File: src/conv_pkg.sv
// Shared constants and carrier types for the converter control core.
package conv_pkg;

	// ****************************************************************
	// Timing
	// ****************************************************************
	localparam int unsigned CLK_HZ = 20000000;
	localparam int unsigned FREQ_LOW_HZ = 60000;
	localparam int unsigned FREQ_HIGH_HZ = 115000;
	localparam int unsigned DEV_LOW_HZ = 4000;
	localparam int unsigned DEV_HIGH_HZ = 8000;
	localparam int unsigned JITTER_HZ = 230;
	localparam int unsigned MIN_ON_NS = 450;
	localparam int unsigned SOFTSTART_US = 8500;
	localparam int unsigned OVERLOAD_MS = 50;
	localparam int unsigned RESTART_MS = 1000;
	localparam int unsigned PERIOD_LOW_CYC = CLK_HZ / FREQ_LOW_HZ;
	localparam int unsigned PERIOD_HIGH_CYC = CLK_HZ / FREQ_HIGH_HZ;
	localparam int unsigned DEV_LOW_CYC =
		CLK_HZ / (FREQ_LOW_HZ - DEV_LOW_HZ) - PERIOD_LOW_CYC;
	localparam int unsigned DEV_HIGH_CYC =
		CLK_HZ / (FREQ_HIGH_HZ - DEV_HIGH_HZ) - PERIOD_HIGH_CYC;
	localparam int unsigned MIN_ON_CYC = (MIN_ON_NS * 20 + 999) / 1000;
	localparam int unsigned JITTER_STEP_CYC = CLK_HZ / JITTER_HZ;
	localparam int unsigned SOFTSTART_CYC = SOFTSTART_US * (CLK_HZ / 1000000);
	localparam int unsigned OVERLOAD_CYC = OVERLOAD_MS * (CLK_HZ / 1000);
	localparam int unsigned RESTART_CYC = RESTART_MS * (CLK_HZ / 1000);
	localparam int unsigned LIMIT_STEPS = 16;
	localparam logic [3:0] LIMIT_FULL = 4'hf;

	// ****************************************************************
	// Carriers
	// ****************************************************************
	typedef struct packed {
		logic supply_start_level;
		logic supply_stop_level;
		logic charger_on_level;
		logic drain_start_level;
	} supply_cmp_t;

	typedef struct packed {
		logic pwm_trip;
		logic overcurrent_comparator;
		logic limit_set_open;
		logic comp_upper_level;
		logic burst_level;
		logic burst_hysteresis;
	} loop_cmp_t;

	typedef enum logic [1:0] {
		ST_LOCKOUT = 2'b00,
		ST_RUN = 2'b01,
		ST_BURST = 2'b10,
		ST_RESTART = 2'b11
	} mode_t;

endpackage

File: src/conv_ctrl.sv
// Control core of a fixed-frequency current-mode off-line converter.
module conv_ctrl #(
	parameter int unsigned SOFTSTART_CYC = conv_pkg::SOFTSTART_CYC,
	parameter int unsigned OVERLOAD_CYC = conv_pkg::OVERLOAD_CYC,
	parameter int unsigned RESTART_CYC = conv_pkg::RESTART_CYC,
	parameter int unsigned PERIOD_LOW = conv_pkg::PERIOD_LOW_CYC,
	parameter int unsigned PERIOD_HIGH = conv_pkg::PERIOD_HIGH_CYC,
	parameter int unsigned JIT_STEP = conv_pkg::JITTER_STEP_CYC
) (
	// Clock and reset
	input wire logic core_clk,
	input wire logic reset_n,
	// Variant
	input wire logic high_freq_sel,
	input wire logic aux_winding_sel,
	// Comparators
	input wire conv_pkg::supply_cmp_t supply_cmp,
	input wire conv_pkg::loop_cmp_t loop_cmp,
	// Power stage
	output logic gate_drive,
	output logic charger_enable,
	output logic feedback_pullup_en,
	output logic burst_limit_sel,
	output logic [3:0] current_limit_level,
	// Status
	output conv_pkg::mode_t mode,
	output logic overload_stop
);

	// ****************************************************************
	// Input synchronisation
	// ****************************************************************
	conv_pkg::supply_cmp_t sup;
	conv_pkg::loop_cmp_t lp;

	conv_sync #(.WIDTH(4)) u_sync_sup (
		.core_clk(core_clk),
		.reset_n(reset_n),
		.async_in(supply_cmp),
		.sync_out(sup)
	);

	conv_sync #(.WIDTH(6)) u_sync_loop (
		.core_clk(core_clk),
		.reset_n(reset_n),
		.async_in(loop_cmp),
		.sync_out(lp)
	);

	// ****************************************************************
	// Oscillator
	// ****************************************************************
	logic period_start;
	// Overload time is summed from the real period lengths, so the trip
	// time holds for both frequency variants.
	logic [9:0] period_len;

	conv_osc #(
		.PERIOD_LOW(PERIOD_LOW),
		.PERIOD_HIGH(PERIOD_HIGH),
		.JIT_STEP(JIT_STEP)
	) u_osc (
		.core_clk(core_clk),
		.reset_n(reset_n),
		.high_freq_sel(high_freq_sel),
		.period_start(period_start),
		.period_len(period_len)
	);

	// ****************************************************************
	// State
	// ****************************************************************
	typedef struct packed {
		conv_pkg::mode_t mode;
		logic gate;
		logic charger;
		logic [4:0] on_cnt;
		logic limit_hit;
		logic [31:0] ovl_cnt;
		logic [31:0] wait_cnt;
		logic [31:0] ss_cnt;
		logic [3:0] ss_level;
	} ctrl_state_t;

	ctrl_state_t st_r;
	ctrl_state_t st_nxt;
	logic blank_done;
	logic trip;
	logic limit_trip;
	logic run_mode;

	always_comb begin
		run_mode = (st_r.mode == conv_pkg::ST_RUN) ||
			(st_r.mode == conv_pkg::ST_BURST);
		blank_done = (st_r.on_cnt >= 5'(conv_pkg::MIN_ON_CYC));
		limit_trip = lp.overcurrent_comparator;
		trip = blank_done && (lp.pwm_trip || limit_trip);
		st_nxt = st_r;
		// Saturating keeps a long pulse from reopening the blanking window.
		if (!st_r.gate) begin
			st_nxt.on_cnt = 5'h00;
		end else if (st_r.on_cnt != 5'h1f) begin
			st_nxt.on_cnt = st_r.on_cnt + 5'h01;
		end
		// A hit in the period-start cycle wins and counts in the next period.
		if (st_r.gate && blank_done && limit_trip) begin
			st_nxt.limit_hit = 1'b1;
		end else if (period_start) begin
			st_nxt.limit_hit = 1'b0;
		end
		if (st_r.ss_cnt != 32'h0) begin
			st_nxt.ss_cnt = st_r.ss_cnt - 32'h1;
		end
		if (st_r.ss_cnt == 32'h1 || (st_r.ss_cnt != 32'h0 &&
			st_r.ss_cnt != 32'(SOFTSTART_CYC) &&
			st_r.ss_cnt % (SOFTSTART_CYC / conv_pkg::LIMIT_STEPS) == 32'h0 &&
			st_r.ss_level != conv_pkg::LIMIT_FULL)) begin
			st_nxt.ss_level = (st_r.ss_cnt == 32'h1) ?
				conv_pkg::LIMIT_FULL : st_r.ss_level + 4'h1;
		end
		unique case (st_r.mode)
			conv_pkg::ST_LOCKOUT: begin
				st_nxt.gate = 1'b0;
				if (sup.drain_start_level) begin
					st_nxt.charger = 1'b1;
				end
				if (sup.supply_start_level) begin
					st_nxt.mode = conv_pkg::ST_RUN;
					st_nxt.charger = 1'b0;
					st_nxt.ovl_cnt = '0;
					st_nxt.ss_cnt = 32'(SOFTSTART_CYC);
					st_nxt.ss_level = 4'h0;
				end
			end
			conv_pkg::ST_RESTART: begin
				st_nxt.gate = 1'b0;
				if (st_r.wait_cnt >= 32'(RESTART_CYC) - 32'h1) begin
					st_nxt.mode = conv_pkg::ST_RUN;
					st_nxt.ovl_cnt = '0;
					st_nxt.ss_cnt = 32'(SOFTSTART_CYC);
					st_nxt.ss_level = 4'h0;
				end else begin
					st_nxt.wait_cnt = st_r.wait_cnt + 32'h1;
				end
			end
			default: begin
				if (st_r.mode == conv_pkg::ST_RUN && !lp.burst_level) begin
					st_nxt.mode = conv_pkg::ST_BURST;
				end else if (st_r.mode == conv_pkg::ST_BURST &&
					lp.burst_hysteresis) begin
					st_nxt.mode = conv_pkg::ST_RUN;
				end
				if (period_start) begin
					if (st_r.limit_hit) begin
						st_nxt.ovl_cnt = st_r.ovl_cnt + 32'(period_len);
					end else if (st_r.ovl_cnt != 32'h0) begin
						st_nxt.ovl_cnt = (st_r.ovl_cnt > 32'(period_len)) ?
							st_r.ovl_cnt - 32'(period_len) : 32'h0;
					end
				end
				if (st_r.ovl_cnt >= 32'(OVERLOAD_CYC)) begin
					st_nxt.mode = conv_pkg::ST_RESTART;
					st_nxt.gate = 1'b0;
					st_nxt.wait_cnt = '0;
				end else if (st_r.gate && trip) begin
					st_nxt.gate = 1'b0;
				end else if (period_start && st_r.mode == conv_pkg::ST_RUN &&
					lp.burst_level) begin
					st_nxt.gate = 1'b1;
				end else if (st_r.mode == conv_pkg::ST_BURST) begin
					st_nxt.gate = st_r.gate && !trip;
				end
				st_nxt.charger = !aux_winding_sel &&
					sup.charger_on_level &&
					!sup.supply_start_level && !st_nxt.gate;
				if (aux_winding_sel && !sup.charger_on_level) begin
					st_nxt.charger = !sup.supply_start_level && !st_nxt.gate;
				end
			end
		endcase
		if (!sup.supply_stop_level && st_r.mode != conv_pkg::ST_LOCKOUT) begin
			st_nxt.mode = conv_pkg::ST_LOCKOUT;
			st_nxt.gate = 1'b0;
			st_nxt.charger = 1'b0;
		end
	end

	always_ff @(posedge core_clk or negedge reset_n) begin
		if (!reset_n) begin
			st_r <= '{mode: conv_pkg::ST_LOCKOUT, gate: 1'b0, charger: 1'b0,
				on_cnt: 5'h00, limit_hit: 1'b0,
				ovl_cnt: 32'h0, wait_cnt: 32'h0, ss_cnt: 32'h0,
				ss_level: 4'h0};
		end else begin
			st_r <= st_nxt;
		end
	end

	// ****************************************************************
	// Outputs
	// ****************************************************************
	assign gate_drive = st_r.gate;
	assign charger_enable = st_r.charger;
	assign feedback_pullup_en = 1'b1;
	assign burst_limit_sel = (st_r.mode == conv_pkg::ST_BURST);
	// The analog limit is the lower of this code and the limit pin setting.
	assign current_limit_level = st_r.ss_level;
	assign mode = st_r.mode;
	assign overload_stop = (st_r.mode == conv_pkg::ST_RESTART);
endmodule

File: src/conv_sync.sv
// Two flip-flop synchroniser for a group of asynchronous comparator levels.
module conv_sync #(
	parameter int WIDTH = 1
) (
	// Clock and reset
	input wire logic core_clk,
	input wire logic reset_n,
	// Data
	input wire logic [WIDTH-1:0] async_in,
	output logic [WIDTH-1:0] sync_out
);

	typedef struct packed {
		logic [WIDTH-1:0] meta;
		logic [WIDTH-1:0] stable;
	} sync_state_t;

	sync_state_t st_r;
	sync_state_t st_nxt;

	always_comb begin
		st_nxt.meta = async_in;
		st_nxt.stable = st_r.meta;
	end

	always_ff @(posedge core_clk or negedge reset_n) begin
		if (!reset_n) begin
			st_r <= '0;
		end else begin
			st_r <= st_nxt;
		end
	end

	assign sync_out = st_r.stable;

endmodule

File: src/conv_osc.sv
// Jittered fixed-frequency oscillator producing a period-start pulse.
module conv_osc #(
	parameter int unsigned PERIOD_LOW = conv_pkg::PERIOD_LOW_CYC,
	parameter int unsigned PERIOD_HIGH = conv_pkg::PERIOD_HIGH_CYC,
	parameter int unsigned DEV_LOW = conv_pkg::DEV_LOW_CYC,
	parameter int unsigned DEV_HIGH = conv_pkg::DEV_HIGH_CYC,
	parameter int unsigned JIT_STEP = conv_pkg::JITTER_STEP_CYC
) (
	// Clock and reset
	input wire logic core_clk,
	input wire logic reset_n,
	// Control
	input wire logic high_freq_sel,
	// Output
	output logic period_start,
	output logic [9:0] period_len
);

	typedef struct packed {
		logic [9:0] cnt;
		logic [17:0] jit_cnt;
		logic [4:0] jit_pos;
		logic jit_up;
		logic [9:0] len;
	} osc_state_t;

	osc_state_t st_r;
	osc_state_t st_nxt;
	logic [9:0] base;
	logic [9:0] dev;
	logic [14:0] prod;

	// The period is swept as a triangle across 32 steps per jitter cycle,
	// so the spread is about twice the single-sided deviation.
	always_comb begin
		base = high_freq_sel ? 10'(PERIOD_HIGH) : 10'(PERIOD_LOW);
		dev = high_freq_sel ? 10'(DEV_HIGH) : 10'(DEV_LOW);
		prod = 15'(dev) * 15'(st_r.jit_pos);
		st_nxt = st_r;
		if (st_r.jit_cnt >= 18'(JIT_STEP / 32 - 1)) begin
			st_nxt.jit_cnt = '0;
			if (st_r.jit_up && st_r.jit_pos == 5'h0f) begin
				st_nxt.jit_up = 1'b0;
			end else if (!st_r.jit_up && st_r.jit_pos == 5'h00) begin
				st_nxt.jit_up = 1'b1;
			end
			st_nxt.jit_pos = (st_nxt.jit_up == st_r.jit_up) ?
				(st_r.jit_up ? st_r.jit_pos + 5'h01 : st_r.jit_pos - 5'h01) :
				st_r.jit_pos;
		end else begin
			st_nxt.jit_cnt = st_r.jit_cnt + 18'h00001;
		end
		st_nxt.len = base - dev + 10'((prod >> 3) & 15'h03ff);
		if (st_r.cnt >= st_r.len - 10'h001) begin
			st_nxt.cnt = '0;
		end else begin
			st_nxt.cnt = st_r.cnt + 10'h001;
		end
	end

	always_ff @(posedge core_clk or negedge reset_n) begin
		if (!reset_n) begin
			st_r <= '{cnt: 10'h000, jit_cnt: 18'h00000, jit_pos: 5'h00,
				jit_up: 1'b1, len: 10'(PERIOD_LOW)};
		end else begin
			st_r <= st_nxt;
		end
	end

	assign period_start = (st_r.cnt == 10'h000);
	assign period_len = st_r.len;

endmodule

File: config.mk
export PLATFORM = sky130hd
export DESIGN_NAME = conv_ctrl
export DESIGN_NICKNAME = d
export VERILOG_FILES = /design/src/conv_pkg.sv /design/src/conv_ctrl.sv /design/src/conv_sync.sv /design/src/conv_osc.sv
export SDC_FILE = /design/constraint.sdc
export NUM_CORES = 1
export LEC_CHECK = 0
export BUFFER_PORTS_ARGS = -buffer_cell sky130_fd_sc_hd__clkbuf_2
export CAP_MARGIN = 20
export CORE_MARGIN = 10
export CORE_UTILIZATION = 60
export CTS_CLUSTER_DIAMETER = 40
export CTS_CLUSTER_SIZE = 20
export DETAILED_ROUTE_END_ITERATION = 10
export GPL_TIMING_DRIVEN = 1
export PLACE_DENSITY = 0.88
export SLEW_MARGIN = 0
export SYNTH_ARGS = -nofsm -noshare
export SYNTH_HDL_FRONTEND = slang
export SYNTH_SLANG_ARGS = --single-unit
File: constraint.sdc
create_clock -name core_clk -period 18.85 [get_ports core_clk]
set_clock_uncertainty 0.15 [all_clocks]
set_input_delay 1.885 -clock core_clk [delete_from_list [all_inputs] [get_ports core_clk]]
set_output_delay 1.885 -clock core_clk [all_outputs]
set_load 0.01 [all_outputs]
==> results of run 1 <==
==> kinds of logic after synthesis <==
logic type | Yosys count | synth area share [%]
and+or+nand+nor | 1083 | 26.12
xor gates and xnor gates | 251 | 10.83
DFF | 170 | 19.91
other | 2 | 0.03508
buffers and inverters | 212 | 4.278
AOI/OAI and AO/OA | 848 | 29.94
muxes | 43 | 2.168
adders and majority gates | 113 | 6.722
==> routing by layer <==
layer | overflow | track usage [%]
met1 | 0 | 63.63
met2 | 54 | 79.30
met3 | 3 | 61.23
met4 | 24 | 67.63
met5 | 0 | 33.94
==> stage by stage <==
stage,hold WS (ns),util (%)
after floorplan,0.1812,-
after global placement,0.1825,78.74
after detailed placement,0.1847,78.74
after CTS,0.2046,84.50
==> Yosys cell counts, drive strengths merged, types with 32 or more instances <==
master | count | share of area, %
clkbuf | 64 | 1.1
xnor2 | 159 | 6.7
nand2 | 234 | 4.1
nor3 | 85 | 2.1
nand3 | 90 | 2.2
nor4 | 44 | 1.5
o21ai | 186 | 4.5
mux2i | 32 | 1.6
or2 | 42 | 1.2
inv | 96 | 1.7
and3 | 46 | 1.3
a31oi | 41 | 1.3
nor2 | 285 | 5.2
a21oi | 156 | 4.0
nor2b | 41 | 1.2
ha | 91 | 5.3
dfrtp | 164 | 19
o211ai | 38 | 1.6
a21o | 40 | 1.4
or3 | 39 | 1.2
xor2 | 92 | 4.1
o31ai | 47 | 1.8
and2 | 49 | 1.5
nand2b | 35 | 1.0
buf | 49 | 1.4
==> timing repair <==
action | in CTS
gates cloned | 1
buffers inserted | 68
resized for setup | 182
endpoints found under the hold margin | 0
pin swaps | 93
endpoints found under the setup margin | 4
==> metrics.csv, run 1 <==
stage,metric,value,unit
synthesis,post-synth design cell area,21410,µm²
synthesis,number of synthesized flops with an enable pin,0,
run_status,status,stopped before the end,
die,row count,69,
grt,vias in the first global route,36168,
synthesis,sequential cell area fraction in the yosys report,19.91,%
grt,gr ovfl total,81,
run_status,stop err,[ERROR GRT-0116] Global routing finished with congestion. Check the congestion regions in the DRC Viewer.,
clock_network,clock root cell,clkbuf_16,
synthesis,Avg Synthesized Cell Area,7.864,µm²
synthesis,asr flop ratio synth,100.0,%
clock_network,CTS Buf Count,17,
clock_network,maximum clock path buffer count,2,
placed_design,dpl ws,-1.948,ns
clock_network,H-tree depth,4,
synthesis,Post-Synthesis Cells,2722,
die,I/O pin total,25,
synthesis,ys flop type,dfrtp_1,
placed_design,GPL Wtd Cong,0.9865,
placed_design,post-placement cell count,3864,
placed_design,IO buf count,21,
synthesis,Synth Register Bits,170,
clock_network,CTS Hold Bufs,0,
die,Initial Util,60.48,%
synthesis,synth warn,0,
run_status,Halt Stage,global routing (5_1_grt),
grt,first-pass GRT wire length,229.4,mm
synthesis,post-synth cell types,144,
die,Die Ht,208.9,µm
placed_design,placed inst area,27870,µm²
placed_design,DP HPWL,61.69,mm
grt,pin count of the biggest net entering global routing,106,
die,DIE WIDTH,208.9,µm
grt,total track usage,67.29,%
clock_network,# clock sinks,170,
==> run 2, diff against run 1 <==
--- a/config.mk
+++ b/config.mk
@@ -8,12 +8,10 @@
 export BUFFER_PORTS_ARGS = -buffer_cell sky130_fd_sc_hd__clkbuf_2
 export CAP_MARGIN = 20
 export CORE_MARGIN = 10
-export CORE_UTILIZATION = 60
-export CTS_CLUSTER_DIAMETER = 40
-export CTS_CLUSTER_SIZE = 20
+export CORE_UTILIZATION = 40
 export DETAILED_ROUTE_END_ITERATION = 10
 export GPL_TIMING_DRIVEN = 1
-export PLACE_DENSITY = 0.88
+export PLACE_DENSITY_LB_ADDON = 0.15
 export SLEW_MARGIN = 0
 export SYNTH_ARGS = -nofsm -noshare
 export SYNTH_HDL_FRONTEND = slang
==> constraint.sdc (replaced) <==
create_clock -name core_clk -period 24.5 [get_ports core_clk]
set_clock_uncertainty 0.15 [all_clocks]
set_input_delay 2.45 -clock core_clk [delete_from_list [all_inputs] [get_ports core_clk]]
set_output_delay 2.45 -clock core_clk [all_outputs]
set_load 0.01 [all_outputs]
==> run 2 against run 1 <==
  * The run now ends clean
  * Synthesized area did not move
  * Synthesized cell count did not move
==> metrics.csv, run 2 <==
stage,metric,value,unit,change
run_status,status,"complete, no violations",,was stopped before the end
synthesis,"area leader, netlist",dfrtp_1,,unchanged
flow_run,number of max-cap violations,0,,
synthesis,ys flop type,dfrtp_1,,unchanged
clock_network,clock root cell,clkbuf_16,,unchanged
critical_path,kind of critical path,reg -> reg,,
layout,fin area,23400,µm²,
sta,fmax,0.04316,GHz,
die,Die Ht,251.3,µm,was 208.9 µm
sta,"Hold Violations, Final",0,,
critical_path,WP buf/inv,4,,
clock_network,CTS Buf Count,17,,unchanged
layout,max reg flops,102,,
critical_path,CP max FO,16,,
synthesis,sequential cell area fraction in the yosys report,19.91,%,unchanged
route,initial DRC count,1320,,
synthesis,synth warn,0,,unchanged
sta,Final Setup Violations,0,,
clock_network,CTS tree,yes,,
grt,vias in the first global route,19390,,
route,drt wl/cell,16.38,µm,
synthesis,Post-Synthesis Cells,2722,,unchanged
die,row count,84,,was 69
die,I/O pin total,25,,unchanged
layout,FILL cells,5295,,
synthesis,Avg Synthesized Cell Area,7.864,µm²,unchanged
grt,pin count of the biggest net entering global routing,97,,
synthesis,Synth Register Bits,170,,unchanged
synthesis,post-synth design cell area,21410,µm²,unchanged
critical_path,Critical Path Max Stage Delay,0.69,ns,
route,Via density,5.949,,
grt,first-pass GRT wire length,95.37,mm,
clock_network,H-tree depth,4,,unchanged
synthesis,top-count cell post-synth,nor2_1,,unchanged
worst_hold_path,worst min path class,reg -> reg,,
synthesis,Synth top area share,19.17,%,unchanged
die,DIE WIDTH,251.3,µm,was 208.9 µm
sta,Slew headroom,29.93,%,
critical_path,Crit path top cell by count,and2_1,,
critical_path,r2r setup slk,1.33,ns,
layout,share of layout cells above drive strength 1,12.85,%,
placed_design,IO buf count,21,,unchanged
layout,"most common cell after layout, fill and taps aside",nor2_1,,
clock_network,maximum clock path buffer count,2,,unchanged
synthesis,post-synth cell types,144,,unchanged
route,Post-Route WL,56.40,mm,
sta,setup TNS,0,ns,
die,Initial Util,40.57,%,was 60.48%
layout,Final Net Count,2855,,
critical_path,Critical Path Start Type,flip-flop,,
route,DRT Pass-1 Iters,6,,
die,die area,63170,µm²,
sta,slew at the pin closest to its max-slew limit,1.049,ns,
clock_network,# clock sinks,170,,unchanged
sta,Final min period,23.17,ns,
critical_path,critical path's top delay family,compound AO/OA/AOI/OAI gates,,
layout,n_diodes,0,,
clock_network,clock-pin slew on the worst setup and hold paths,0.07,ns,
layout,most frequent cells in the layout,"277 x nor2_1, 234 x nand2_1, 161 x dfrtp_1, 149 x xnor2_1, 145 x o21ai_0",,
grt,gr ovfl total,0,,
synthesis,"top cells by count, synth","279 x nor2_1, 234 x nand2_1, 164 x dfrtp_1",,unchanged
grt,total track usage,17.27,%,
critical_path,Crit-path slowest cell,or4_4,,
layout,area grow syn2layout,9.328,%,
placed_design,GPL Wtd Cong,0.8633,,was 0.9865
synthesis,number of synthesized flops with an enable pin,0,,unchanged
synthesis,asr flop ratio synth,100.0,%,unchanged
grt,antenna violations before repair,0,,
die,Core Area,52760,µm²,
critical_path,CP required,24.71,ns,
synthesis,Synth area leaders,"dfrtp_1 19%, xnor2_1 6.3%, ha_1 5.3%, nor2_1 4.9%, nand2_1 4.1%",,unchanged
sta,fin crit share,94.57,%,
layout,multi-input logic area,16550,µm²,
route,DRC viols,0,,
route,via count,20482,,
clock_network,"Clk Latency, worst-skew pair",0.45,ns,
critical_path,crit path DAT,23.37,ns,
critical_path,Crit. End Element,flip-flop,,
layout,Top reg by flops,st_r,,
placed_design,DP HPWL,43.19,mm,was 61.69 mm
layout,Register Area,4265,µm²,
route,antenna-violating nets left,0,,
placed_design,placed inst area,22490,µm²,was 27870 µm²
sta,Slew Limit Fails,0,,
run 2: cell counts after synthesis:
No cell type changed its count.
run 2: cell type report:
cell class | instances | share of cell area [%]
clock buffer | 17 | 1.818
clock inverter | 15 | 0.6736
inverter | 99 | 1.588
multi-input combinational | 2346 | 70.71
sequential | 170 | 18.23
tap | 688 | 3.678
timing repair buffer | 108 | 3.309
run 2: worst paths after layout:
kind                                            to  cells past startpoint                  start
min                        u_sync_loop.sync_out[4]                      0  u_sync_loop.st_nxt[4]
max                         current_limit_level[1]                     75               st_r[26]
max in group asynchronous                 st_r[33]                      2                reset_n
min in group asynchronous                 st_r[83]                      1                reset_n
min reg2reg                u_sync_loop.sync_out[4]                      0  u_sync_loop.st_nxt[4]
max reg2reg                 current_limit_level[1]                     75               st_r[26]
run 2: logic make-up (layout without fill, tap and decap cells):
| logic type | count (synthesis) | in the layout | synth area share [%] |
|---|---|---|---|
| AND/OR/NAND/NOR | 1083 | 1084 | 26.12 |
| AO/OA/AOI/OAI | 848 | 848 | 29.94 |
| XOR/XNOR | 251 | 251 | 10.83 |
| buffers and inverters | 212 | 239 | 4.278 |
| flip-flops | 170 | 170 | 19.91 |
| adder cells (fa/ha/maj) | 113 | 113 | 6.722 |
| multiplexers | 43 | 43 | 2.168 |
| other | 2 | 7 | 0.03508 |
run 2: layer usage:
layer,vias up,track usage (%),routed length (µm)
met5,-,0,0
met4,0,2.822,372
met3,26,1.620,1317
met2,275,29.58,27290
met1,10001,23.45,27420
li1,10180,-,-
run 2: through the flow:
step / hold slack [ns] / cells / setup slack (ns) / util [%]
2_1_floorplan: 0.1812 / 2727 / 4.079 / -
3_3_place_gp: 0.1838 / 3404 / 0.7190 / 42.62
3_5_place_dp: 0.1885 / 3404 / 0.08232 / 42.62
4_1_cts: 0.2076 / 3436 / 0.01097 / 43.74
5_1_grt: 0.2112 / 3443 / -0.09118 / 44.36
6_report: 0.2033 / 3443 / 1.331 / 44.36
run 2: timing repair:
action | in CTS | in global routing
setup endpoints to repair | 1 | 4
hold buffers | 0 | 0
pin swaps | 0 | 4
buffers inserted | 0 | 5
cloned | 0 | 1
resized for setup | 1 | 43
endpoints found under the hold margin | 0 | 0
run 2: worst register-to-register path, delay by kind of cell (launching register included):
| family | cells | cell delay [ns] |
|---|---|---|
| flops | 1 | 0.54 |
| simple gates | 24 | 8.18 |
| buf+inv | 4 | 0.61 |
| xor+xnor | 4 | 1.11 |
| compound gates | 40 | 11.79 |
| fa+ha+maj | 1 | 0.21 |
| mux | 2 | 0.52 |
Power of run 2 is not shown: default switching activity piles up to over one toggle a cycle in this logic, so the estimate is an artifact.
